<file path="config.mk">
export PLATFORM = sky130hd
export DESIGN_NAME = lfs_supervisor
export DESIGN_NICKNAME = d
export VERILOG_FILES = /design/src/shared/lfs_pkg.sv /design/src/rtl/lfs_supervisor.sv
export SDC_FILE = /design/constraint.sdc
export NUM_CORES = 2
export LEC_CHECK = 0
export ABC_AREA = 1
export BUFFER_PORTS_ARGS = -buffer_cell sky130_fd_sc_hd__buf_4
export CELL_PAD_IN_SITES_DETAIL_PLACEMENT = 1
export CELL_PAD_IN_SITES_GLOBAL_PLACEMENT = 1
export CORE_AREA = 2 2 280 282
export CTS_BUF_LIST = sky130_fd_sc_hd__clkbuf_2 sky130_fd_sc_hd__clkbuf_4 sky130_fd_sc_hd__clkbuf_8
export DETAILED_ROUTE_END_ITERATION = 8
export DIE_AREA = 0 0 282 284
export HOLD_SLACK_MARGIN = 0.03
export PLACE_DENSITY_LB_ADDON = 0.05
export SYNTH_ARGS = -nofsm -noshare
export SYNTH_HDL_FRONTEND = slang
export SYNTH_SLANG_ARGS = --single-unit
</file>
<file path="constraint.sdc">
create_clock -name i_ref_clk -period 4.7 [get_ports i_ref_clk]
set_input_delay 0.235 -clock i_ref_clk [delete_from_list [all_inputs] [get_ports i_ref_clk]]
set_output_delay 0.235 -clock i_ref_clk [all_outputs]
set_load 0.01 [all_outputs]
</file>
<file path="src/shared/lfs_pkg.sv">
package lfs_pkg;

    // Clock and timing
    localparam int CLK_PERIOD_NS = 10;
    localparam int FILT_TIME_NS = 10_000_000;
    localparam int FILT_CYCLES_DEF =
        (FILT_TIME_NS + CLK_PERIOD_NS - 1) / CLK_PERIOD_NS;
    localparam int BLANK_STEP_NS = 500_000;
    localparam int BLANK_STEP_CYCLES_DEF =
        (BLANK_STEP_NS + CLK_PERIOD_NS - 1) / CLK_PERIOD_NS;

    // Register byte addresses
    localparam logic [9:0] ADDR_CTRL = 10'h000;
    localparam logic [9:0] ADDR_CFG1 = 10'h004;
    localparam logic [9:0] ADDR_CFG3 = 10'h008;
    localparam logic [9:0] ADDR_MASK = 10'h00c;
    localparam logic [9:0] ADDR_BLANK = 10'h010;
    localparam logic [9:0] ADDR_BIAS_THR = 10'h014;
    localparam logic [9:0] ADDR_TEMP = 10'h018;
    localparam logic [9:0] ADDR_FLT_RAW = 10'h01c;
    localparam logic [9:0] ADDR_LOS_ASSERT = 10'h020;
    localparam logic [9:0] ADDR_LOS_DEASSERT = 10'h024;
    localparam logic [1:0] LUT_REGION = 2'h1;
    localparam int LUT_DEPTH = 64;

    // Control and CFG1 register fields
    localparam int CTRL_SOFT_TRANSMIT_DISABLE_BIT = 0;
    localparam int CTRL_TXFAULT_BIT = 1;
    localparam int CTRL_RXLOS_BIT = 2;
    localparam int CTRL_TXDIS_BIT = 3;
    localparam int CFG1_DIODE_FAULT_FLAG_BIT = 7;

    // Fault source positions
    localparam int FLT_SUPPLY = 0;
    localparam int FLT_DIODE = 1;
    localparam int FLT_BIAS = 2;
    localparam int FLT_TXPWR = 3;
    localparam int FLT_SAT = 4;
    localparam int NUM_FLT = 5;

    // Reset values and full-scale temperature code
    localparam logic [4:0] MASK_RST = 5'h00;
    localparam logic [7:0] BLANK_RST = 8'h01;
    localparam logic [7:0] BIAS_THR_RST = 8'hff;
    localparam logic [7:0] LOS_ASSERT_RST = 8'h00;
    localparam logic [7:0] LOS_DEASSERT_RST = 8'h00;
    localparam logic [7:0] TEMP_FULL_SCALE = 8'h7f;

    typedef logic [7:0] lfs_byte_t;

    typedef struct packed {
        logic sensor_sel;
        logic mod_ref_sel;
        logic bias_ref_sel;
        logic shutdown_pol;
        logic output_en;
    } lfs_cfg1_t;

    typedef struct packed {
        logic los_dis;
        logic ext_pol;
        logic ext_sel;
    } lfs_cfg3_t;

    typedef struct packed {
        logic oe_n;
        logic shut;
        logic level;
    } lfs_drive_t;

endpackage

</file>
<file path="src/rtl/lfs_supervisor.sv">
// Decided for this implementation: the Avalon-MM interface to the registers and the register offsets.
`timescale 1ns/1ns
module lfs_supervisor #(
    parameter int FILT_CYCLES = lfs_pkg::FILT_CYCLES_DEF,
    parameter int BLANK_STEP_CYCLES = lfs_pkg::BLANK_STEP_CYCLES_DEF
) (
    input wire logic i_ref_clk,
    input wire logic i_reset_n,
    input wire logic [9:0] i_avs_address,
    input wire logic i_avs_read,
    input wire logic i_avs_write,
    input wire logic [31:0] i_avs_writedata,
    output logic [31:0] o_avs_readdata,
    output logic o_avs_waitrequest,
    input wire logic i_txdisable,
    input wire logic i_supply_low_cmp,
    input wire logic i_txpwr_high_cmp,
    input wire logic i_sat_window_cmp,
    input wire logic i_diode_fault_det,
    input wire logic i_rx_below_assert_cmp,
    input wire logic i_rx_above_deassert_cmp,
    input wire logic i_rxlos_pin,
    input wire logic i_shared_pin,
    input wire lfs_pkg::lfs_byte_t i_temp_on_chip,
    input wire lfs_pkg::lfs_byte_t i_external_junction_input,
    input wire logic i_adc_conv_done,
    input wire lfs_pkg::lfs_byte_t i_bias_meas,
    output logic o_txfault,
    output logic o_rxlos_out,
    output logic o_rxlos_oe_n,
    output logic o_laser_shutdown_out,
    output logic o_laser_shutdown_oe_n,
    output lfs_pkg::lfs_drive_t o_bias_drive_out,
    output lfs_pkg::lfs_drive_t o_modulation_drive_out,
    output logic o_laser_on,
    output lfs_pkg::lfs_byte_t o_bias_fault_thr,
    output lfs_pkg::lfs_byte_t o_los_assert_threshold,
    output lfs_pkg::lfs_byte_t o_los_deassert_threshold,
    output lfs_pkg::lfs_byte_t o_temp_report,
    output logic o_high_temp_alarm,
    output logic o_high_temp_warning
);
    import lfs_pkg::*;

    localparam int FW = $clog2(FILT_CYCLES + 1);
    localparam int BW = $clog2(BLANK_STEP_CYCLES + 1);
    localparam logic [FW-1:0] FILT_LAST = FW'(FILT_CYCLES - 1);
    localparam logic [BW-1:0] STEP_LAST = BW'(BLANK_STEP_CYCLES - 1);

    if (FILT_CYCLES < 1 || BLANK_STEP_CYCLES < 1) begin : g_chk
        $error("Filter and blanking counts must be at least one");
    end

    // Pin synchronisers
    localparam int NS = 9;
    logic [NS-1:0] sync1_r;
    logic [NS-1:0] sync2_r;
    logic s_txd, s_sup, s_pwr, s_sat, s_diode, s_below, s_above;
    logic s_rxlos, s_shared;

    always_ff @(posedge i_ref_clk) begin
        if (!i_reset_n) begin
            sync1_r <= '0;
            sync2_r <= '0;
        end else begin
            sync1_r <= {i_txdisable, i_supply_low_cmp, i_txpwr_high_cmp,
                        i_sat_window_cmp, i_diode_fault_det,
                        i_rx_below_assert_cmp, i_rx_above_deassert_cmp,
                        i_rxlos_pin, i_shared_pin};
            sync2_r <= sync1_r;
        end
    end
    assign {s_txd, s_sup, s_pwr, s_sat, s_diode, s_below, s_above,
            s_rxlos, s_shared} = sync2_r;

    // Software registers
    logic soft_transmit_disable_r;
    lfs_cfg1_t cfg1_r;
    lfs_cfg3_t cfg3_r;
    logic [NUM_FLT-1:0] mask_r;
    logic [7:0] blank_r;
    logic [7:0] bias_thr_r;
    logic [7:0] los_assert_r;
    logic [7:0] los_deassert_r;
    logic [7:0] lut_r [LUT_DEPTH];
    logic ack_r;
    logic wr_en;
    logic [31:0] rd_mux;

    assign o_avs_waitrequest = (i_avs_read | i_avs_write) & ~ack_r;
    assign wr_en = i_avs_write & ack_r;

    always_ff @(posedge i_ref_clk) begin
        if (!i_reset_n) begin
            ack_r <= 1'b0;
        end else begin
            ack_r <= (i_avs_read | i_avs_write) & ~ack_r;
        end
    end

    always_ff @(posedge i_ref_clk) begin
        if (!i_reset_n) begin
            soft_transmit_disable_r <= 1'b0;
            cfg1_r <= '0;
            cfg3_r <= '0;
            mask_r <= MASK_RST;
            blank_r <= BLANK_RST;
            bias_thr_r <= BIAS_THR_RST;
            los_assert_r <= LOS_ASSERT_RST;
            los_deassert_r <= LOS_DEASSERT_RST;
        end else if (wr_en) begin
            unique case (i_avs_address)
                ADDR_CTRL: soft_transmit_disable_r <= i_avs_writedata[CTRL_SOFT_TRANSMIT_DISABLE_BIT];
                ADDR_CFG1: cfg1_r <= i_avs_writedata[$bits(lfs_cfg1_t)-1:0];
                ADDR_CFG3: cfg3_r <= i_avs_writedata[$bits(lfs_cfg3_t)-1:0];
                ADDR_MASK: mask_r <= i_avs_writedata[NUM_FLT-1:0];
                ADDR_BLANK: blank_r <= i_avs_writedata[7:0];
                ADDR_BIAS_THR: bias_thr_r <= i_avs_writedata[7:0];
                ADDR_LOS_ASSERT: los_assert_r <= i_avs_writedata[7:0];
                ADDR_LOS_DEASSERT: los_deassert_r <= i_avs_writedata[7:0];
                default: soft_transmit_disable_r <= soft_transmit_disable_r;
            endcase
        end
    end

    // Compensation table storage
    always_ff @(posedge i_ref_clk) begin
        if (!i_reset_n) begin
            for (int k = 0; k < LUT_DEPTH; k++) begin
                lut_r[k] <= 8'h00;
            end
        end else if (wr_en && i_avs_address[9:8] == LUT_REGION) begin
            lut_r[i_avs_address[7:2]] <= i_avs_writedata[7:0];
        end
    end

    // Fault filters and latch
    logic [NUM_FLT-1:0] flt_raw;
    logic [NUM_FLT-1:0] flt_filt_r;
    logic fault_r;
    logic diode_fault_r;
    logic first_conv_r;
    logic blank_active;
    logic bias_over;
    logic ext_fault;
    logic fault_any;
    logic shut_req;
    logic laser_on;
    logic [NUM_FLT-1:0] flt_arm;

    assign flt_raw[FLT_SUPPLY] = s_sup;
    assign flt_raw[FLT_BIAS] = bias_over;
    assign flt_raw[FLT_TXPWR] = s_pwr;
    assign flt_raw[FLT_SAT] = s_sat & ~blank_active;
    assign flt_raw[FLT_DIODE] = s_diode & first_conv_r & ~s_txd;
    // Filter output lags turn-on, so blank the latch input as well
    assign flt_arm = flt_filt_r & ~mask_r
                   & ~(NUM_FLT'(blank_active) << FLT_SAT);

    for (genvar g = 0; g < NUM_FLT; g++) begin : g_filt
        logic [FW-1:0] cnt_r;
        always_ff @(posedge i_ref_clk) begin
            if (!i_reset_n) begin
                cnt_r <= '0;
                flt_filt_r[g] <= 1'b0;
            end else if (g == FLT_DIODE) begin
                cnt_r <= '0;
                flt_filt_r[g] <= flt_raw[g];
            end else begin
                if (!flt_raw[g]) begin
                    cnt_r <= '0;
                end else if (cnt_r != FILT_LAST) begin
                    cnt_r <= cnt_r + 1'b1;
                end
                flt_filt_r[g] <= flt_raw[g] && cnt_r == FILT_LAST;
            end
        end
    end

    always_ff @(posedge i_ref_clk) begin
        if (!i_reset_n) begin
            fault_r <= 1'b0;
        end else if (s_txd) begin
            fault_r <= 1'b0;
        end else if (|flt_arm) begin
            fault_r <= 1'b1;
        end
    end

    always_ff @(posedge i_ref_clk) begin
        if (!i_reset_n) begin
            diode_fault_r <= 1'b0;
            first_conv_r <= 1'b0;
        end else begin
            first_conv_r <= first_conv_r | i_adc_conv_done;
            if (s_txd) begin
                diode_fault_r <= 1'b0;
            end else if (flt_filt_r[FLT_DIODE]) begin
                diode_fault_r <= 1'b1;
            end
        end
    end

    assign ext_fault = cfg3_r.ext_sel
                     & (s_shared == cfg3_r.ext_pol);
    assign fault_any = fault_r | ext_fault;
    assign shut_req = s_txd | soft_transmit_disable_r | fault_any;
    assign laser_on = cfg1_r.output_en & ~shut_req;

    // Saturation blanking after turn-on
    logic laser_on_d_r;
    logic [7:0] step_cnt_r;
    logic [BW-1:0] pre_r;

    assign blank_active = (laser_on & ~laser_on_d_r) | (step_cnt_r != 8'h00);

    always_ff @(posedge i_ref_clk) begin
        if (!i_reset_n) begin
            laser_on_d_r <= 1'b0;
            step_cnt_r <= 8'h00;
            pre_r <= '0;
        end else begin
            laser_on_d_r <= laser_on;
            if (!laser_on) begin
                step_cnt_r <= 8'h00;
                pre_r <= '0;
            end else if (!laser_on_d_r) begin
                step_cnt_r <= blank_r;
                pre_r <= '0;
            end else if (step_cnt_r != 8'h00) begin
                if (pre_r == STEP_LAST) begin
                    pre_r <= '0;
                    step_cnt_r <= step_cnt_r - 8'h01;
                end else begin
                    pre_r <= pre_r + 1'b1;
                end
            end
        end
    end

    // Temperature and bias threshold compensation
    logic [7:0] temp_sel_r;
    logic [7:0] temp_rep;
    logic [5:0] lut_idx;
    logic signed [9:0] thr_sum;
    logic [7:0] thr_comp_r;

    assign temp_rep = diode_fault_r ? TEMP_FULL_SCALE : temp_sel_r;
    assign lut_idx = temp_rep[7] ? 6'h00 : temp_rep[6:1];
    assign thr_sum = $signed({2'b00, bias_thr_r})
                   + $signed({{2{lut_r[lut_idx][7]}}, lut_r[lut_idx]});
    assign bias_over = i_bias_meas > thr_comp_r;

    always_ff @(posedge i_ref_clk) begin
        if (!i_reset_n) begin
            temp_sel_r <= 8'h00;
            thr_comp_r <= BIAS_THR_RST;
        end else begin
            temp_sel_r <= cfg1_r.sensor_sel ? i_external_junction_input
                                            : i_temp_on_chip;
            if (thr_sum < 0) begin
                thr_comp_r <= 8'h00;
            end else if (thr_sum > 10'sd255) begin
                thr_comp_r <= 8'hff;
            end else begin
                thr_comp_r <= thr_sum[7:0];
            end
        end
    end

    // Loss of signal with hysteresis
    logic los_r;

    always_ff @(posedge i_ref_clk) begin
        if (!i_reset_n) begin
            los_r <= 1'b0;
        end else if (s_below) begin
            los_r <= 1'b1;
        end else if (s_above) begin
            los_r <= 1'b0;
        end
    end

    // Output stage
    always_ff @(posedge i_ref_clk) begin
        if (!i_reset_n) begin
            o_txfault <= 1'b0;
            o_rxlos_out <= 1'b0;
            o_rxlos_oe_n <= 1'b1;
            o_laser_shutdown_out <= 1'b0;
            o_laser_shutdown_oe_n <= 1'b1;
            o_bias_drive_out <= '{oe_n: 1'b1, shut: 1'b1, level: 1'b0};
            o_modulation_drive_out <= '{oe_n: 1'b1, shut: 1'b1, level: 1'b0};
            o_laser_on <= 1'b0;
            o_temp_report <= 8'h00;
            o_high_temp_alarm <= 1'b0;
            o_high_temp_warning <= 1'b0;
        end else begin
            o_txfault <= fault_any | diode_fault_r;
            o_rxlos_out <= los_r;
            o_rxlos_oe_n <= cfg3_r.los_dis;
            o_laser_shutdown_out <= shut_req ~^ cfg1_r.shutdown_pol;
            o_laser_shutdown_oe_n <= ~cfg1_r.output_en | cfg3_r.ext_sel;
            o_bias_drive_out.oe_n <= ~cfg1_r.output_en;
            o_bias_drive_out.shut <= shut_req;
            o_bias_drive_out.level <= cfg1_r.bias_ref_sel;
            o_modulation_drive_out.oe_n <= ~cfg1_r.output_en;
            o_modulation_drive_out.shut <= shut_req;
            o_modulation_drive_out.level <= cfg1_r.mod_ref_sel;
            o_laser_on <= laser_on;
            o_temp_report <= temp_rep;
            o_high_temp_alarm <= diode_fault_r;
            o_high_temp_warning <= diode_fault_r;
        end
    end

    assign o_bias_fault_thr = thr_comp_r;
    assign o_los_assert_threshold = los_assert_r;
    assign o_los_deassert_threshold = los_deassert_r;

    // Read data
    always_comb begin
        rd_mux = 32'h0000_0000;
        if (i_avs_address[9:8] == LUT_REGION) begin
            rd_mux[7:0] = lut_r[i_avs_address[7:2]];
        end else begin
            unique case (i_avs_address)
                ADDR_CTRL: begin
                    rd_mux[CTRL_SOFT_TRANSMIT_DISABLE_BIT] = soft_transmit_disable_r;
                    rd_mux[CTRL_TXFAULT_BIT] = fault_any | diode_fault_r;
                    rd_mux[CTRL_RXLOS_BIT] = s_rxlos;
                    rd_mux[CTRL_TXDIS_BIT] = s_txd;
                end
                ADDR_CFG1: begin
                    rd_mux[$bits(lfs_cfg1_t)-1:0] = cfg1_r;
                    rd_mux[CFG1_DIODE_FAULT_FLAG_BIT] = diode_fault_r;
                end
                ADDR_CFG3: rd_mux[$bits(lfs_cfg3_t)-1:0] = cfg3_r;
                ADDR_MASK: rd_mux[NUM_FLT-1:0] = mask_r;
                ADDR_BLANK: rd_mux[7:0] = blank_r;
                ADDR_BIAS_THR: rd_mux[7:0] = bias_thr_r;
                ADDR_TEMP: rd_mux[7:0] = temp_rep;
                ADDR_FLT_RAW: rd_mux[NUM_FLT-1:0] = flt_filt_r;
                ADDR_LOS_ASSERT: rd_mux[7:0] = los_assert_r;
                ADDR_LOS_DEASSERT: rd_mux[7:0] = los_deassert_r;
                default: rd_mux = 32'h0000_0000;
            endcase
        end
    end

    always_ff @(posedge i_ref_clk) begin
        if (!i_reset_n) begin
            o_avs_readdata <= 32'h0000_0000;
        end else if (i_avs_read && !ack_r) begin
            o_avs_readdata <= rd_mux;
        end
    end

    // Checks
    a_txfault_follow: assert property (
        @(posedge i_ref_clk) disable iff (!i_reset_n)
        fault_any |=> o_txfault)
        else $error("TXFAULT missed a fault");
    a_mask_blocks: assert property (
        @(posedge i_ref_clk) disable iff (!i_reset_n)
        (&mask_r) && !fault_r |=> !fault_r)
        else $error("Masked source latched a fault");
    a_blank_start: assert property (
        @(posedge i_ref_clk) disable iff (!i_reset_n)
        $rose(laser_on) |-> blank_active ##1 (step_cnt_r == blank_r))
        else $error("Blanking not started at turn-on");
    a_los_assert: assert property (
        @(posedge i_ref_clk) disable iff (!i_reset_n)
        s_below |=> los_r ##1 o_rxlos_out)
        else $error("RXLOS not raised below threshold");
    a_los_hold: assert property (
        @(posedge i_ref_clk) disable iff (!i_reset_n)
        los_r && !s_above |=> los_r)
        else $error("RXLOS dropped without deassert level");
    a_filter_glitch: assert property (
        @(posedge i_ref_clk) disable iff (!i_reset_n)
        !s_sup |=> !flt_filt_r[FLT_SUPPLY])
        else $error("Supply glitch passed the filter");
    a_diode_temp: assert property (
        @(posedge i_ref_clk) disable iff (!i_reset_n)
        diode_fault_r |=> o_temp_report == TEMP_FULL_SCALE)
        else $error("Temperature not forced to full scale");
    a_txd_clears: assert property (
        @(posedge i_ref_clk) disable iff (!i_reset_n)
        s_txd |=> !fault_r && !diode_fault_r)
        else $error("Fault survived TXDISABLE");
    a_diode_inhibit: assert property (
        @(posedge i_ref_clk) disable iff (!i_reset_n)
        !first_conv_r |-> !diode_fault_r)
        else $error("Diode fault before first conversion");
    a_laser_shutdown_out_pol: assert property (
        @(posedge i_ref_clk) disable iff (!i_reset_n)
        cfg1_r.output_en && !cfg3_r.ext_sel && shut_req |=>
        !o_laser_shutdown_oe_n
        && o_laser_shutdown_out == $past(cfg1_r.shutdown_pol))
        else $error("Shutdown output wrong level");

endmodule

</file>
==> metrics.cfg <==
[setup_path]
cp_data_arrival_time_ns=5.01
r2r_setup_slack_ns=0.36
cp-start-kind=flop
crit_path_end_kind=flop
worstPathMaxFanout=30
r2r_cells=26
critPathRequiredTime_ns=5.37
critical_path_class=reg2reg

[routing]
vias=35200
wl_per_cell_um=24.8
drt-initial-drc-count=3603
post-route-drc-count=0
finalWirelength_um=145000
dr.pass1.iters=7
drtAntennaViolNets=0
vias_per_cell=6.03

[sta]
finalSetupTns_ns=0
max_slew.worst_pin.slew_ns=1.13
slew_viol_final=0
setup_viol=0
hold_viol=0
layout_min_cycle_time_ns=4.34
rsz0062_at_grt=false
finalClockSkew_ns=0.0375
post-route-period-util=0.924
max_slew_margin=0.245
holdWs_ns=0.149
fmax_mhz=230

[finish]
final_cell_mix=1090 x nand2_1, 676 x nor2_1, 549 x nand3_1, 512 x edfxtp_1, 312 x inv_1
area_delta_synth_final_pct=14.1
fillers=9250
final_common_cell=nand2_1
fin_area_um2=42700
utilization=0.554
drive_gt1_frac=0.117
nets=4806

[clock_network]
worstSkewPairLatency_ns=0.80
h-tree-depth=4
cts_setup_buffers=0
cts_buffer_depth=3
clock_sinks=733
clockRootBuffer=clkbuf_8
cts_tree=built
path_clk_slew_ns=0.06
cts_buffers=131

[yosys]
synth_cell_type_count=56
yosysWarnings=0
yosysSeqAreaShare=0.530
ys_ff_latch=733
syn_area_per_cell_um2=8.24
ys.flop_type=edfxtp_1
async_reset_ff_frac=0
syn_inst=4535
synth-edff-count=512
syn_area_um2=37400

[grt]
grt_pass1_wl_um=215000
grt_pass1_vias=35200
grt_util_all_layers=0.357
overflow=0
antenna_found_initial=9
grt_max_degree=105

[floorplan]
fp.coreArea_um2=77000
die_y_um=284
die_w_um=282
rows=102
start_util=0.486
dieArea_um2=80100
ios=159

[placement]
dp_hpwl_um=94600
place.gp.congestion=0.936
place_area_um2=39600
port_buffers=110

[worst_hold_path]
hp-class=in2reg
hold_depth=7

[run]
drv_cap=0

[power_and_ir_drop]
vdd_ir_drop_max_uv=270
power_density_nw_per_um2=356
p_leak_nw=17.0
design_power_total_mw=15.2

[run_status]
status=finished clean

==> path summary, 6_finish.rpt <==
| path | start | to |
|---|---|---|
| min | i_bias_meas[4] | g_filt[2].cnt_r[13] |
| min reg2reg | sync1_r[6] | sync2_r[6] |
| max reg2reg | diode_fault_r | o_bias_fault_thr[2] |
| max | diode_fault_r | o_bias_fault_thr[2] |
==> state kept, by name, indices dropped and copies added, names as in the netlist, 3 cells and up <==
signal,flops
lut_r,512
g_filt.cnt_r,80
pre_r,16
sync1_r,9
sync2_r,9
bias_thr_r,8
blank_r,8
o_avs_readdata,8
o_bias_fault_thr,8
o_los_assert_threshold,8
o_los_deassert_threshold,8
o_temp_report,8
step_cnt_r,8
temp_sel_r,8
cfg1_r,5
flt_filt_r,5
mask_r,5
cfg3_r,3
o_modulation_drive_out,3
==> synth_stat cells, types with 38 or more instances <==
library cell | instances | share of area
clkbuf_1 | 154 | 0.015
nor2_1 | 677 | 0.068
inv_1 | 321 | 0.032
o21ai_1 | 44 | 0.0059
nand2_1 | 1091 | 0.11
dfxtp_1 | 221 | 0.12
a21oi_1 | 191 | 0.026
edfxtp_1 | 512 | 0.41
buf_4 | 38 | 0.0076
nand4_1 | 107 | 0.018
o21ai_0 | 104 | 0.014
nor3_1 | 56 | 0.0075
o211ai_1 | 61 | 0.012
buf_2 | 61 | 0.0082
nand3_1 | 549 | 0.073
a22oi_1 | 81 | 0.016
==> layer usage <==
metal / GRT usage / wire length, um / vias up
met5: 0 / 69 / -
met4: 0.157 / 6280 / 10
met3: 0.0769 / 13400 / 403
met2: 0.566 / 66400 / 1711
met1: 0.469 / 58600 / 17400
li1: - / - / 15700
==> cell families after synthesis <==
group | synth area share
adder cells (fa/ha/maj) | 0.00857
flip-flops | 0.530
AND/OR/NAND/NOR | 0.290
XOR/XNOR | 0.00445
buffers and inverters | 0.0740
other | 0.000100
multiplexers | 0.000301
AO/OA/AOI/OAI | 0.0932
==> layout make-up <==
type                    count  area (um2)  share of cell area
diodes                      3        7.51            0.000176
multi-input cells        3188       15000               0.351
clock buffers             196        2420              0.0568
flip-flops and latches    733       19800               0.464
clock inverters            36         194             0.00455
well taps                1040        1300              0.0305
repair buffers            306        2690              0.0630
inverters                 341        1290              0.0302
==> where the power goes <==
part / total, mW / internal [mW] / switching, mW / leakage [nW]
clock network: 6.10 / 3.30 / 2.80 / 1.40
registers: 7.20 / 7.09 / 0.115 / 7.09
logic: 1.90 / 0.549 / 1.35 / 8.52
==> repair_timing <==
action	4_1_cts	5_1_grt
hold buffers	40	0
resized for setup	0	0
hold endpoints to repair	75	0
==> metrics by stage <==
stage / cells / setup WS [ns]
finish: 5843 / 0.356
floorplan: 4558 / 1.38
CTS: 5840 / 0.464
global route: 5842 / 0.0505
global placement: 5568 / 0.539
detailed placement: 5568 / 0.456
==> worst max-delay path, stage by stage, from the launching register on <==
cell	delay [ns]
dfxtp_1	0.48
inv_2	0.18
nand2_1	0.21
nand2_8	0.20
buf_4	0.28
a21oi_1	0.13
o21ai_0	0.09
nand3_1	0.11
nand3_1	0.22
nand3_1	0.15
nand3_1	0.25
nand2_1	0.29
inv_1	0.10
ha_1	0.29
nand3_1	0.06
nand2_1	0.11
nand3_1	0.09
nand2_1	0.07
nand2_1	0.06
nand2_1	0.07
a21oi_1	0.09
o21bai_1	0.21
inv_1	0.11
nand2_4	0.10
nand2_8	0.08
nand2_8	0.10
nand3_2	0.07
(Power assumes the default switching activity.)
